===== src/include/ssst_pkg.sv =====
// constants and types shared by the output-select and self-test register bank
package ssst_pkg;

    // ==========================================================
    // register map
    localparam logic [7:0] SSST_ADDR_SLOT_TYPE = 8'h42;
    localparam logic [7:0] SSST_ADDR_INT_PIN = 8'h43;
    localparam logic [7:0] SSST_ADDR_SELFTEST = 8'h44;
    localparam logic [7:0] SSST_RST_SLOT_TYPE = 8'h00;
    localparam logic [7:0] SSST_RST_INT_PIN = 8'h00;
    localparam logic [7:0] SSST_RST_SELFTEST = 8'h00;
    localparam logic [7:0] SSST_RDATA_UNMAPPED = 8'h00;

    // ==========================================================
    // field positions
    localparam int SSST_FIRST_TYPE_LSB = 5;
    localparam int SSST_SECOND_TYPE_LSB = 2;
    localparam int SSST_INT_MODE_BIT = 2;
    localparam int SSST_ST_LSB = 4;

    // ==========================================================
    // encodings
    localparam logic [1:0] SSST_TYPE_PRESSURE = 2'h1;
    localparam logic [1:0] SSST_TYPE_TEMP = 2'h3;
    localparam logic [3:0] SSST_ST_NORMAL = 4'h0;
    localparam logic [3:0] SSST_ST_CM_VERIFY = 4'h1;
    localparam logic [1:0] SSST_ST_GRP_PATTERN = 2'h1;
    localparam logic [1:0] SSST_ST_GRP_DST = 2'h3;
    localparam logic [15:0] SSST_PAT0 = 16'h0000;
    localparam logic [15:0] SSST_PAT1 = 16'hAAAA;
    localparam logic [15:0] SSST_PAT2 = 16'h5555;
    localparam logic [15:0] SSST_PAT3 = 16'hFFFF;

    typedef enum logic [1:0]
    {
        SSST_RUN = 2'b01,
        SSST_INIT = 2'b10
    } ssst_state_t;

    function automatic logic [15:0] ssst_pattern(input logic [1:0] idx);
        logic [15:0] pat;
        pat = SSST_PAT0;
        case (idx)
            2'h1: pat = SSST_PAT1;
            2'h2: pat = SSST_PAT2;
            2'h3: pat = SSST_PAT3;
            default: pat = SSST_PAT0;
        endcase
        return pat;
    endfunction : ssst_pattern

endpackage : ssst_pkg


===== src/include/ssst_cfg_if.sv =====
// configuration carried from the register bank to the sensor-data path
`timescale 1ns/10ps
interface ssst_cfg_if;
    logic [1:0][1:0] type_sel;
    logic [3:0] st_code;
    logic path_en;

    modport cfg (output type_sel, output st_code, output path_en);
    modport path (input type_sel, input st_code, input path_en);
endinterface : ssst_cfg_if


===== src/verilog/ssst_slot_path.sv =====
// sensor-data slot registers with type select, fixed patterns and self-test results
`timescale 1ns/10ps
module ssst_slot_path
    import ssst_pkg::*;
(
    input wire logic i_mclk,
    input wire logic i_reset_n,
    ssst_cfg_if.path cfg,
    input wire logic i_sample_stb,
    input wire logic [15:0] i_pressure,
    input wire logic [15:0] i_temperature,
    input wire logic i_dst_valid,
    input wire logic [15:0] i_dst_result,
    output logic [1:0][15:0] o_slot_data
);

    // ==========================================================
    // one data register per slot
    for (genvar g = 0; g < 2; g++)
    begin : g_slot
        logic [15:0] data_r;
        logic [15:0] data_nxt;
        logic [1:0] grp;

        assign grp = cfg.st_code[3:2];

        always_comb
        begin
            data_nxt = data_r;
            if (grp == SSST_ST_GRP_PATTERN)
            begin
                // dsp writes blocked, fixed pattern shown
                data_nxt = ssst_pattern(cfg.st_code[1:0]);
            end
            else if (grp == SSST_ST_GRP_DST)
            begin
                if (i_dst_valid)
                begin
                    data_nxt = i_dst_result;
                end
            end
            else if (cfg.path_en && i_sample_stb)
            begin
                // reserved codes behave as normal operation
                if (cfg.type_sel[g] == SSST_TYPE_PRESSURE)
                begin
                    data_nxt = i_pressure;
                end
                else if (cfg.type_sel[g] == SSST_TYPE_TEMP)
                begin
                    data_nxt = i_temperature;
                end
            end
        end

        always_ff @(posedge i_mclk)
        begin
            if (!i_reset_n)
            begin
                data_r <= 16'h0000;
            end
            else
            begin
                data_r <= data_nxt;
            end
        end

        assign o_slot_data[g] = data_r;

    end
endmodule : ssst_slot_path


===== src/verilog/ssst_top.sv =====
// output-select, interrupt-pin mode and self-test register bank of the pressure sensor
// Summary of operation
// - The first slot type field picks pressure (01) or temperature (11) for the first slot.
// - The second slot type field picks pressure (01) or temperature (11) for the second slot.
// - Bit 2 at 43h selects active-high open drain with pull-down (0) or active-low with pull-up (1).
// - Registers 42h, 43h and 44h feed the register-array check signature.
// - The four self-test select bits are kept out of that signature.
// - Self-test codes 0000 and 0001 leave the slots carrying normal sensor data.
// - Codes 0100 to 0111 block dsp updates and show 0000h, AAAAh, 5555h, FFFFh.
// - Codes 1100 to 1111 run digital self-tests 0 to 3 and load their result into the slots.
// - A write to 42h restarts the dsp path and data is marked invalid until it is ready.
`timescale 1ns/10ps
module ssst_top
    import ssst_pkg::*;
(
    input wire logic i_mclk,
    input wire logic i_reset_n,
    input wire logic [7:0] i_reg_addr,
    input wire logic [7:0] i_reg_wdata,
    input wire logic i_reg_wr,
    input wire logic i_reg_rd,
    output logic [7:0] o_reg_rdata,
    input wire logic i_sample_stb,
    input wire logic [15:0] i_pressure,
    input wire logic [15:0] i_temperature,
    input wire logic i_dst_valid,
    input wire logic [15:0] i_dst_result,
    input wire logic i_dsp_init_done,
    input wire logic i_int_event,
    output logic [15:0] o_first_slot_data,
    output logic [15:0] o_second_slot_data,
    output logic [1:0] o_first_slot_type_sel,
    output logic [1:0] o_second_slot_type_sel,
    output logic [3:0] o_selftest_select,
    output logic o_cm_verify_en,
    output logic o_dsp_inhibit,
    output logic o_dst_run,
    output logic [1:0] o_dst_index,
    output logic o_dsp_restart,
    output logic o_data_valid,
    output logic [7:0] o_array_sig,
    output logic o_int_pin_o,
    output logic o_int_pin_oe,
    output logic o_int_pull_up_en,
    output logic o_int_pull_down_en
);

    // ==========================================================
    // register file
    logic [7:0] slot_type_r;
    logic [7:0] slot_type_nxt;
    logic [7:0] int_cfg_r;
    logic [7:0] int_cfg_nxt;
    logic [7:0] st_r;
    logic [7:0] st_nxt;
    logic [7:0] rdata_r;
    logic [7:0] rdata_nxt;
    logic [7:0] sig_r;
    logic [7:0] sig_nxt;
    logic restart_r;
    logic restart_nxt;
    ssst_state_t state_r;
    ssst_state_t state_nxt;
    logic wr_slot_type;

    assign wr_slot_type = i_reg_wr && (i_reg_addr == SSST_ADDR_SLOT_TYPE);

    always_comb
    begin
        slot_type_nxt = slot_type_r;
        int_cfg_nxt = int_cfg_r;
        st_nxt = st_r;
        rdata_nxt = rdata_r;
        if (i_reg_wr)
        begin
            case (i_reg_addr)
                SSST_ADDR_SLOT_TYPE: slot_type_nxt = i_reg_wdata;
                SSST_ADDR_INT_PIN: int_cfg_nxt = i_reg_wdata;
                SSST_ADDR_SELFTEST: st_nxt = i_reg_wdata;
                default: ;
            endcase
        end
        if (i_reg_rd)
        begin
            case (i_reg_addr)
                SSST_ADDR_SLOT_TYPE: rdata_nxt = slot_type_r;
                SSST_ADDR_INT_PIN: rdata_nxt = int_cfg_r;
                SSST_ADDR_SELFTEST: rdata_nxt = st_r;
                default: rdata_nxt = SSST_RDATA_UNMAPPED;
            endcase
        end
        // select bits excluded so self-test changes never trip the check
        sig_nxt = slot_type_r ^ int_cfg_r ^ {4'h0, st_r[3:0]};
    end

    // ==========================================================
    // dsp restart sequencing
    always_comb
    begin
        restart_nxt = wr_slot_type;
        state_nxt = state_r;
        case (state_r)
            SSST_RUN:
            begin
                if (wr_slot_type)
                begin
                    state_nxt = SSST_INIT;
                end
            end
            SSST_INIT:
            begin
                // a rewrite during init starts the wait over
                if (i_dsp_init_done && !wr_slot_type)
                begin
                    state_nxt = SSST_RUN;
                end
            end
            default: state_nxt = SSST_INIT;
        endcase
    end

    always_ff @(posedge i_mclk)
    begin
        if (!i_reset_n)
        begin
            slot_type_r <= SSST_RST_SLOT_TYPE;
            int_cfg_r <= SSST_RST_INT_PIN;
            st_r <= SSST_RST_SELFTEST;
            rdata_r <= 8'h00;
            sig_r <= 8'h00;
            restart_r <= 1'b0;
            state_r <= SSST_RUN;
        end
        else
        begin
            slot_type_r <= slot_type_nxt;
            int_cfg_r <= int_cfg_nxt;
            st_r <= st_nxt;
            rdata_r <= rdata_nxt;
            sig_r <= sig_nxt;
            restart_r <= restart_nxt;
            state_r <= state_nxt;
        end
    end

    // ==========================================================
    // interrupt pin driver
    logic int_mode;
    logic int_oe_r;
    logic int_oe_nxt;
    logic int_o_r;
    logic int_o_nxt;

    assign int_mode = int_cfg_r[SSST_INT_MODE_BIT];

    always_comb
    begin
        // open drain: only the active level is driven, the pull sets idle
        int_oe_nxt = i_int_event;
        int_o_nxt = int_mode ? 1'b0 : 1'b1;
    end

    always_ff @(posedge i_mclk)
    begin
        if (!i_reset_n)
        begin
            int_oe_r <= 1'b0;
            int_o_r <= 1'b1;
        end
        else
        begin
            int_oe_r <= int_oe_nxt;
            int_o_r <= int_o_nxt;
        end
    end

    // ==========================================================
    // outputs and sensor-data path
    ssst_cfg_if cfg_if ();
    logic [1:0][15:0] slot_data;

    assign cfg_if.type_sel[0] = slot_type_r[SSST_FIRST_TYPE_LSB +: 2];
    assign cfg_if.type_sel[1] = slot_type_r[SSST_SECOND_TYPE_LSB +: 2];
    assign cfg_if.st_code = st_r[SSST_ST_LSB +: 4];
    assign cfg_if.path_en = (state_r == SSST_RUN);

    ssst_slot_path u_slot_path (
        .i_mclk(i_mclk),
        .i_reset_n(i_reset_n),
        .cfg(cfg_if.path),
        .i_sample_stb(i_sample_stb),
        .i_pressure(i_pressure),
        .i_temperature(i_temperature),
        .i_dst_valid(i_dst_valid),
        .i_dst_result(i_dst_result),
        .o_slot_data(slot_data)
    );

    assign o_reg_rdata = rdata_r;
    assign o_first_slot_data = slot_data[0];
    assign o_second_slot_data = slot_data[1];
    assign o_first_slot_type_sel = cfg_if.type_sel[0];
    assign o_second_slot_type_sel = cfg_if.type_sel[1];
    assign o_selftest_select = cfg_if.st_code;
    assign o_cm_verify_en = (cfg_if.st_code == SSST_ST_CM_VERIFY);
    assign o_dsp_inhibit = (cfg_if.st_code[3:2] == SSST_ST_GRP_PATTERN);
    assign o_dst_run = (cfg_if.st_code[3:2] == SSST_ST_GRP_DST);
    assign o_dst_index = cfg_if.st_code[1:0];
    assign o_dsp_restart = restart_r;
    assign o_data_valid = cfg_if.path_en;
    assign o_array_sig = sig_r;
    assign o_int_pin_o = int_o_r;
    assign o_int_pin_oe = int_oe_r;
    assign o_int_pull_up_en = int_mode;
    assign o_int_pull_down_en = !int_mode;
endmodule : ssst_top

===== config.mk =====
export PLATFORM = sky130hd
export DESIGN_NAME = ssst_top
export DESIGN_NICKNAME = d
export VERILOG_FILES = /design/src/include/ssst_pkg.sv /design/src/include/ssst_cfg_if.sv /design/src/verilog/ssst_slot_path.sv /design/src/verilog/ssst_top.sv
export SDC_FILE = /design/constraint.sdc
export NUM_CORES = 1
export LEC_CHECK = 0
export BUFFER_PORTS_ARGS = -buffer_cell sky130_fd_sc_hd__buf_2
export CELL_PAD_IN_SITES_DETAIL_PLACEMENT = 0
export CELL_PAD_IN_SITES_GLOBAL_PLACEMENT = 2
export CORE_MARGIN = 1
export CORE_UTILIZATION = 27
export DETAILED_ROUTE_END_ITERATION = 6
export GPL_TIMING_DRIVEN = 0
export PLACE_DENSITY = 0.8
export SYNTH_ARGS = -nofsm -noshare
export SYNTH_HDL_FRONTEND = slang
export SYNTH_SLANG_ARGS = --single-unit

===== constraint.sdc =====
create_clock -name i_mclk -period 1.92 [get_ports i_mclk]
set_input_delay 0.096 -clock i_mclk [delete_from_list [all_inputs] [get_ports i_mclk]]
set_output_delay 0.096 -clock i_mclk [all_outputs]
set_load 0.02 [all_outputs]

==> flow_summary_export.csv, run 1 <==
group,metric,value,unit
sta,finalMaxSlewViolations,0,
sta,hold_viol_final,0,
yosys,synthSimpleGateAreaFrac,21.94,%
critical_path,startpoint,"slot_type_r[3]",
clock_tree,clkSinkCount,77,
clock_tree,cts-root-buf,"clkbuf_16",
critical_path,reg2reg_to,"u_slot_path.g_slot[1].data_r[12]",
placed_design,io_buffers,137,
sta,tightest_slew,576.7,ps
sta,skew,5.779,ps
sta,rsz0062_at_grt,"no",
yosys,ys.warnings.count,0,
grt,grt_max_degree,20,
grt,grt_pass1_wl,20430,um
layout,multi_input_area,1984,um2
power,total_power,3689,uW
floorplan,core,13400,um2
critical_path,r2r_setup_slack,120,ps
run,max_cap_viol_count,0,
clock_tree,clockBufferDepth,2,
yosys,syn-cell-area,3752,um2
yosys,synthArstFlopShare,0,%
routing,drc,0,
yosys,syn_inst,453,
routing,via_per_inst,4.933,
routing,drtAntennaViolNets,0,
routing,totalWireLength,13080,um
yosys,synthAdderAreaFrac,0,%
min_path,hp-class,"in2reg",
power,ir_worst_vdd,379.0,uV
floorplan,start_util,28.00,%
sta,setup_violations,0,
layout,area_delta_synth_final,34.28,%
critical_path,critPathCapture,"u_slot_path.g_slot[1].data_r[12]",
floorplan,ios,139,
yosys,synth_edf_count,0,
critical_path,cp_max_fo,10,
yosys,seq_area_frac_synth,41.08,%
clock_tree,cts_tree,"built",
clock_tree,cts_buffers,9,
grt,gr-total-overflow,0,
yosys,syn_avg_cell_area,8.283,um2
power,p_leak,0.002222,uW
run_status,status,"finished clean",
placed_design,hpwl,9808,um
routing,drt_iter0_markers,274,
critical_path,cp-start-kind,"register",
floorplan,fp.dieW,119.9,um
routing,dr.pass1.iters,5,
yosys,synth-main-ff-cell,"dfxtp_1",
clock_tree,path_clk_slew,60,ps
yosys,synthesis.nets,525,
floorplan,fp.dieH,119.9,um
routing,vias,3887,
layout,layout.area.seq,1541,um2
sta,finalCritPeriodShare,93.86,%
layout,antenna_cells,0,
layout,fill_cells,1436,
critical_path,crit_type,"reg2reg",
yosys,synth_compound_area_share,25.88,%
grt,antenna_found_initial,0,
critical_path,crit_path_end_kind,"register",
critical_path,cp.arrival,2090,ps
routing,wire_per_inst,16.60,um
layout,final_util,37.60,%
sta,hold_ws,12.89,ps
layout,drive_gt1_share,32.84,%
sta,max_freq,554.9,MHz
critical_path,worstPathRequired,2200,ps
clock_tree,htree_levels,3,
placed_design,finalWeightedCongestion,0.8509,
critical_path,reg2reg_depth,5,
yosys,synth_xor_xnor_area_share,2.801,%
clock_tree,clk_latency,340,ps
grt,grt_pass1_vias,3822,
yosys,yosys-mux-area-fraction,2.134,%
floorplan,dieArea,14370,um2
power,power_density,732.1,nW/um2
yosys,yosysUniqueCellTypes,43,
floorplan,row_count,42,
critical_path,worstReg2RegStart,"slot_type_r[3]",
yosys,synth_seq_cells,77,
layout,final_nets,680,
sta,period_minus_slack,1802,ps
sta,max_slew_margin,61.55,%
sta,fin_setup_tns,0,ps
grt,track_usage,18.67,%
yosys,synth_top_family_by_area,"compound AO/OA/AOI/OAI gates",
[through the flow]
| stage | area (um2) | worst slack, ps | cells |
|---|---|---|---|
| floorplan | 3752 | 441.8 | 453 |
| global placement | 4658 | 45.90 | 766 |
| detailed placement | 4658 | 13.90 | 766 |
| CTS | 5002 | 35.61 | 784 |
| global route | 5039 | 6.012 | 788 |
| finish | 5039 | 117.9 | 788 |
[power breakdown]
part	leakage [uW]	internal (uW)	switching (uW)
clock network	0.000150	1130	663
logic	0.00145	117	165
registers	0.000621	1600	5.68
[routing by layer]
metal  vias up  global-route usage, %  wire length (um)
li1       1954                      -                 -
met1      1767                  25.88              6270
met2       150                  28.14              5707
met3        16                  3.565               862
met4         0                  7.891               244
met5         -                      0                 0
[cell usage in the layout, fill, tap and decap left out, types with 3 or more instances in the layout]
cell type	count
nand2_1	77
nor2_1	27
a31oi_1	17
o311ai_0	13
xor2_1	4
nor2b_1	13
buf_4	16
mux2i_1	8
nand3_1	31
o2bb2ai_1	8
clkbuf_1	25
nand2b_1	4
o21ai_0	32
dlygate4sd3_1	4
a21oi_1	18
nor3_1	3
o21ai_1	8
xnor2_1	8
o221a_2	17
o211ai_1	15
clkbuf_16	9
buf_2	142
dfxtp_1	77
[cells by family after synthesis]
logic type,count (synthesis)
simple gates,172
compound gates,136
flops,77
buf+inv,48
xor+xnor,12
mux,8
[flip-flops by register name, summed over array words and instances (netlist names)]
name	flops
u_slot_path.g_slot.data_r	32
int_cfg_r	8
o_array_sig	8
o_reg_rdata	8
slot_type_r	8
st_r	8
state_r	2
o_dsp_restart	1
o_int_pin_o	1
o_int_pin_oe	1
[worst max-delay path, cell delays in order (launching register included)]
cell      delay, ps
dfxtp_1         450
nand2b_1        280
clkbuf_1        490
nand2_1         120
a31oi_1         210
o221a_2         200
[worst min-delay path by stage]
| stage | startpoint | end | slack (ps) | cells past startpoint |
|---|---|---|---|---|
| finish | i_reg_wdata[7] | slot_type_r[7] | 10 | 3 |
| global placement | i_int_event | o_int_pin_oe | 310 | 2 |
| floorplan | i_reg_wr | o_dsp_restart | 220 | 2 |
| CTS | i_reg_wdata[7] | slot_type_r[7] | 5 | 3 |
| global route | i_reg_wdata[7] | slot_type_r[7] | 40 | 3 |
| detailed placement | i_int_event | o_int_pin_oe | 310 | 2 |
[cell type report]
type	instances	area share (%)
Buffer	44	4.346
Clock buffer	11	4.619
Clock inverter	4	1.465
Inverter	3	0.2235
Multi-Input combinational cell	328	39.38
Sequential cell	77	30.59
Tap cell	176	4.370
Timing Repair Buffer	145	15.00
[synth_stat cells, types with 2 or more instances]
| cell | count | area [um2] |
|---|---|---|
| dfxtp_1 | 77 | 1541 |
| nand2_1 | 77 | 289.0 |
| o21ai_0 | 32 | 160.2 |
| nand3_1 | 31 | 155.2 |
| clkbuf_1 | 27 | 101.4 |
| nor2_1 | 27 | 101.4 |
| a21oi_1 | 18 | 90.09 |
| a31oi_1 | 17 | 106.4 |
| o221a_2 | 17 | 191.4 |
| o211ai_1 | 15 | 112.6 |
| o311ai_0 | 14 | 122.6 |
| nor2b_1 | 13 | 81.33 |
| buf_4 | 12 | 90.09 |
| mux2i_1 | 8 | 80.08 |
| o21ai_1 | 8 | 40.04 |
| o2bb2ai_1 | 8 | 70.07 |
| xnor2_1 | 8 | 70.07 |
| buf_2 | 5 | 25.02 |
| nand2b_1 | 4 | 25.02 |
| xor2_1 | 4 | 35.03 |
| nor3_1 | 3 | 15.01 |
| a211o_1 | 2 | 17.52 |
| and2_1 | 2 | 12.51 |
| inv_1 | 2 | 7.510 |
| nor2_2 | 2 | 12.51 |
| nor4bb_1 | 2 | 20.02 |
| or3_1 | 2 | 12.51 |
[what timing repair did]
action                                  4_1_cts  5_1_grt
hold buffers                                  4        0
hold endpoints to repair                      4        0
resized for setup                             1        5
endpoints found under the setup margin        2       18
pin swaps                                     0        1
buffers inserted                              0        4
(Power assumes the default switching activity.)
==> run 2: changes to the inputs <==
CAP_MARGIN = 0   (was default)
CORE_ASPECT_RATIO = 1.4   (was default)
==> flow_summary_export.csv, run 2 (synthesis results as in run 1) <==
group,metric,value,unit
run_status,status,"finished clean",
routing,drt_iter0_markers,190,
placed_design,finalWeightedCongestion,0.8146,
clock_tree,cts_buffers,9,
grt,track_usage,18.67,%
layout,regMostFlops,"u_slot_path.g_slot.data_r",
sta,finalMaxSlewViolations,0,
sta,rsz0062_at_grt,"no",
placed_design,hpwl,10040,um
layout,final_util,37.33,%
critical_path,cpPeakStageDelay,520,ps
clock_tree,cts_tree,"built",
sta,setup_violations,0,
layout,area_delta_synth_final,33.81,%
critical_path,cp-start-kind,"register",
floorplan,ios,139,
critical_path,cpMaxStageDelayCell,"clkbuf_1",
floorplan,core,13450,um2
routing,drc,0,
floorplan,fp.dieW,101.6,um
clock_tree,clkSinkCount,77,
sta,finalCritPeriodShare,94.10,%
critical_path,crit_family,"buffers and inverters",
placed_design,io_buffers,137,
grt,antenna_found_initial,0,
sta,fin_setup_tns,0,ps
grt,grt_pass1_wl,20360,um
sta,period_minus_slack,1807,ps
floorplan,start_util,27.90,%
sta,skew,4.852,ps
floorplan,dieArea,14380,um2
layout,drive_gt1_share,31.86,%
run,max_cap_viol_count,0,
layout,fin_area,5021,um2
critical_path,crit_type,"reg2reg",
routing,via_per_inst,4.933,
min_path,hp-class,"in2reg",
critical_path,crit_chain,"nand2b_1 > clkbuf_1 > nand2_1 > a31oi_1 > o221a_2",
layout,final_cell_mix,"buf_2, nand2_1, dfxtp_1",
power,p_leak,0.002201,uW
routing,totalWireLength,13350,um
sta,max_freq,553.5,MHz
critical_path,worstReg2RegStart,"slot_type_r[6]",
layout,largest_register_ffs,32,
min_path,min_from,"i_reg_wdata[4]",
layout,final_nets,678,
power,ir_worst_vdd,314.4,uV
sta,max_slew_margin,58.30,%
clock_tree,cts_setup_buffers,0,
sta,tightest_slew,625.5,ps
grt,grt_pass1_vias,3838,
critical_path,startpoint,"slot_type_r[6]",
placed_design,dpl-instance-area,4666,um2
grt,gr-total-overflow,0,
power,power_density,733.3,nW/um2
clock_tree,cts-root-buf,"clkbuf_16",
routing,wire_per_inst,16.87,um
routing,drtAntennaViolNets,0,
critical_path,crit_path_end_kind,"register",
floorplan,fp.dieH,141.5,um
routing,vias,3902,
clock_tree,htree_levels,3,
layout,antenna_cells,0,
clock_tree,clk_latency,330,ps
critical_path,cp.arrival,2080,ps
floorplan,row_count,50,
sta,hold_viol_final,0,
critical_path,cp_max_fo,10,
layout,layout_commonest_cell,"buf_2",
sta,hold_ws,15.57,ps
grt,grt_max_degree,20,
routing,dr.pass1.iters,4,
critical_path,worstPathRequired,2200,ps
clock_tree,path_clk_slew,60,ps
critical_path,crit_buf_inv,1,
clock_tree,clockBufferDepth,2,
run 2: changes by cell type in the layout (fill, tap and decap cells not counted):
cell	change
buf_1	-1
clkbuf_1	+2
buf_4	-4
a211oi_1	+1
clkinv_2	-1
a211oi_2	-1
dlygate4sd3_1	+2
clkinv_4	-1
run 2: path summary, 6_finish.rpt:
kind | cells after the start | endpoint | slack, ps
max | 5 | u_slot_path.g_slot[0].data_r[10] | 110
min | 3 | slot_type_r[4] | 20
max reg2reg | 5 | u_slot_path.g_slot[0].data_r[10] | 110
min reg2reg | 1 | o_int_pin_o | 470
run 2: cell type report:
class	count	area [um2]
tap	182	227.7
clock inverter	2	60.06
inverter	3	11.26
multi-input combinational	328	1979
timing repair buffer	143	745.7
clock buffer	12	236.5
buffer	44	219.0
sequential	77	1541
fill	1438	8429
run 2: routing by layer:
layer / wire length (um) / GRT usage [%] / vias to the layer above
li1: - / - / 1943
met1: 5804 / 22.41 / 1831
met2: 6814 / 32.29 / 122
met3: 629 / 3.695 / 6
met4: 99 / 7.170 / 0
met5: 0 / 0 / -
run 2: repair_timing:
| item | 4_1_cts | 5_1_grt |
|---|---|---|
| setup endpoints to repair | 1 | 4 |
| hold buffers | 6 | 0 |
| resized for setup | 0 | 5 |
| hold endpoints to repair | 6 | 0 |
run 2: worst register-to-register path, delay by kind of cell, from the launching register on:
family	cells	cell delay [ps]
AO/OA/AOI/OAI	2	380
flip-flops	1	420
buffers and inverters	1	530
AND/OR/NAND/NOR	2	410
run 2: metrics by stage:
step | setup slack, ps | power, uW | std cells
final | 113.3 | 3682 | 791
after detailed placement | 138.9 | 1926 | 772
after floorplan | 441.8 | 1779 | 453
after global routing | 21.89 | 3797 | 791
after CTS | 56.34 | 3725 | 791
after global placement | 152.7 | 1923 | 772
run 2: power by group:
group | switching (uW) | internal [uW]
clock network | 655 | 1130
logic | 170 | 120
registers | 5.63 | 1600
==> run 3: changes to the inputs <==
ABC_AREA = 1   (was default)
CORE_UTILIZATION = 26   (was 27)
HOLD_SLACK_MARGIN = 0.06   (was default)
PLACE_DENSITY = default   (was 0.8)
PLACE_DENSITY_LB_ADDON = 0.12   (was default)
==> flow_summary_export.csv, run 3 <==
group,metric,value,unit
run_status,status,"finished clean",
routing,dr.pass1.iters,4,
critical_path,worstReg2RegStart,"slot_type_r[6]",
layout,fill_cells,1718,
min_path,min_from,"i_dst_result[13]",
layout,fin_area,5348,um2
sta,hold_ws,125.9,ps
layout,area_delta_synth_final,32.82,%
layout,layout_commonest_cell,"buf_2",
routing,wire_per_inst,14.72,um
placed_design,io_buffers,136,
critical_path,startpoint,"st_r[7]",
layout,antenna_cells,0,
critical_path,cp_max_fo,10,
routing,via_per_inst,4.414,
yosys,synth_seq_cells,77,
floorplan,dieArea,15990,um2
sta,finalCritPeriodShare,94.07,%
power,ir_worst_vdd,426.0,uV
power,power_density,665.8,nW/um2
yosys,synth.most_common_cell,"nand2_1",
min_path,min_delay_worst_endpoint,"u_slot_path.g_slot[0].data_r[13]",
critical_path,cp-start-kind,"register",
clock_tree,clockBufferDepth,2,
layout,final_util,35.52,%
yosys,netlist_top_cells_area,"dfxtp_1, nand2_1, a21oi_1",
floorplan,fp.dieH,149.2,um
critical_path,reg2reg_depth,7,
sta,tightest_slew,585.5,ps
sta,period_minus_slack,1806,ps
placed_design,hpwl,11030,um
grt,grt_pass1_wl,22050,um
critical_path,cp.arrival,1710,ps
routing,drc,0,
floorplan,core,15050,um2
placed_design,dpl-instance-area,4947,um2
grt,grt_max_degree,13,
grt,antenna_found_initial,1,
floorplan,start_util,26.75,%
clock_tree,cts-root-buf,"clkbuf_16",
yosys,synth_top_area_share,38.28,%
clock_tree,clk_latency,330,ps
sta,rsz0062_at_grt,"no",
yosys,seq_area_frac_synth,38.28,%
layout,largest_register_ffs,32,
critical_path,crit_path_end_kind,"output pin",
sta,hold_viol_final,0,
floorplan,ios,139,
sta,max_freq,553.7,MHz
clock_tree,htree_levels,3,
sta,finalMaxSlewViolations,0,
clock_tree,cts_tree,"built",
layout,drive_gt1_share,27.19,%
placed_design,finalWeightedCongestion,0.7910,
layout,regMostFlops,"u_slot_path.g_slot.data_r",
sta,setup_violations,0,
critical_path,worstPathRequired,1820,ps
yosys,ys.warnings.count,0,
min_path,hold_depth,5,
min_path,hp-class,"in2reg",
yosys,synthArstFlopShare,0,%
grt,gr-total-overflow,0,
yosys,syn_inst,603,
floorplan,row_count,53,
layout,final_nets,832,
routing,drt_iter0_markers,95,
sta,max_slew_margin,60.97,%
routing,drtAntennaViolNets,0,
run,max_cap_viol_count,0,
power,total_power,3560,uW
yosys,yosys-top-cells-count,"nand2_1, inv_1, dfxtp_1",
yosys,yosysUniqueCellTypes,30,
sta,skew,5.929,ps
yosys,yosys.area.top_type,"dfxtp_1",
clock_tree,cts_buffers,9,
routing,vias,4224,
floorplan,fp.dieW,107.2,um
critical_path,crit_type,"reg2out",
yosys,synth_edf_count,0,
critical_path,r2r_setup_slack,160,ps
yosys,synth-main-ff-cell,"dfxtp_1",
routing,totalWireLength,14090,um
yosys,synthesis.nets,675,
grt,grt_pass1_vias,4172,
clock_tree,path_clk_slew,60,ps
critical_path,reg2reg_to,"u_slot_path.g_slot[0].data_r[11]",
yosys,syn_avg_cell_area,6.677,um2
yosys,syn-cell-area,4026,um2
layout,final_cell_mix,"buf_2, nand2_1, inv_1",
clock_tree,clkSinkCount,77,
grt,track_usage,18.28,%
power,p_leak,0.002747,uW
-- run 3: cell types whose count changed after synthesis, moves of 8 or more --
| cell | delta |
|---|---|
| a21oi_1 | +56 |
| a31oi_1 | -17 |
| clkbuf_1 | -15 |
| inv_1 | +90 |
| mux2i_1 | -8 |
| nand2_1 | +59 |
| nand2_2 | +11 |
| nor2_2 | +11 |
| nor2b_1 | -13 |
| o211ai_1 | -15 |
| o21ai_0 | +33 |
| o221a_2 | -17 |
| o2bb2ai_1 | -8 |
| o311ai_0 | -14 |
-- run 3: cells by family after synthesis --
logic type | synth area share (%)
AND/OR/NAND/NOR | 26.79
AO/OA/AOI/OAI | 19.11
buffers and inverters | 14.73
flip-flops | 38.28
XOR/XNOR | 1.088
-- run 3: cell type report --
type / count / area [um2] / share of cell area (%)
Inverter: 95 / 360.3 / 6.738
Multi-Input combinational cell: 395 / 1897 / 35.47
Sequential cell: 77 / 1541 / 28.83
Buffer: 36 / 237.7 / 4.445
Clock buffer: 14 / 274.0 / 5.124
Timing Repair Buffer: 146 / 780.7 / 14.60
Clock inverter: 2 / 16.27 / 0.3042
Tap cell: 192 / 240.2 / 4.492
-- run 3: power breakdown --
part / total (uW) / internal [uW] / switching, uW
Sequential: 1610 / 1610 / 3.88
Clock: 1660 / 986 / 676
Combinational: 288 / 120 / 168
Total: 3560 / 2710 / 848
-- run 3: how the worst max path moves through the flow --
stage,endpoint,slack [ps],cells past startpoint
after global routing,o_dst_run,6,4
after detailed placement,u_slot_path.g_slot[1].data_r[3],-20,7
final,o_dst_run,110,4
after global placement,u_slot_path.g_slot[1].data_r[11],2,7
after CTS,o_cm_verify_en,60,7
after floorplan,o_cm_verify_en,390,6
-- run 3: metrics by stage --
step / TNS [ps] / cells / worst slack [ps]
6_report: 0 / 957 / 113.9
5_1_grt: 0 / 957 / 5.879
4_1_cts: 0 / 957 / 57.79
3_5_place_dp: -39.69 / 931 / -21.48
3_3_place_gp: 0 / 931 / 1.652
2_1_floorplan: 0 / 603 / 389.3
-- run 3: what timing repair did --
action / 4_1_cts / 5_1_grt
setup buffers: 0 / 0
endpoints found under the hold margin: 13 / 0
endpoints found under the setup margin: 7 / 2
gates resized for setup: 2 / 2
hold buffers: 10 / 0
pin swaps: 0 / 0
-- run 3: worst max-delay path, stage by stage, from the launching register on --
cell	delay (ps)
dfxtp_1	520
nand2_2	210
inv_1	150
buf_2	280
buf_2	220
-- run 3: layer usage --
layer / share of wire [%] / wire length, um / vias to the layer above / global-route usage, %
met4: 1.0 / 144 / 0 / 5.137
met3: 5.1 / 715 / 9 / 4.107
met2: 54 / 7616 / 113 / 35.58
li1: - / - / 2207 / -
met1: 40 / 5613 / 1895 / 19.24
met5: 0 / 0 / - / 0
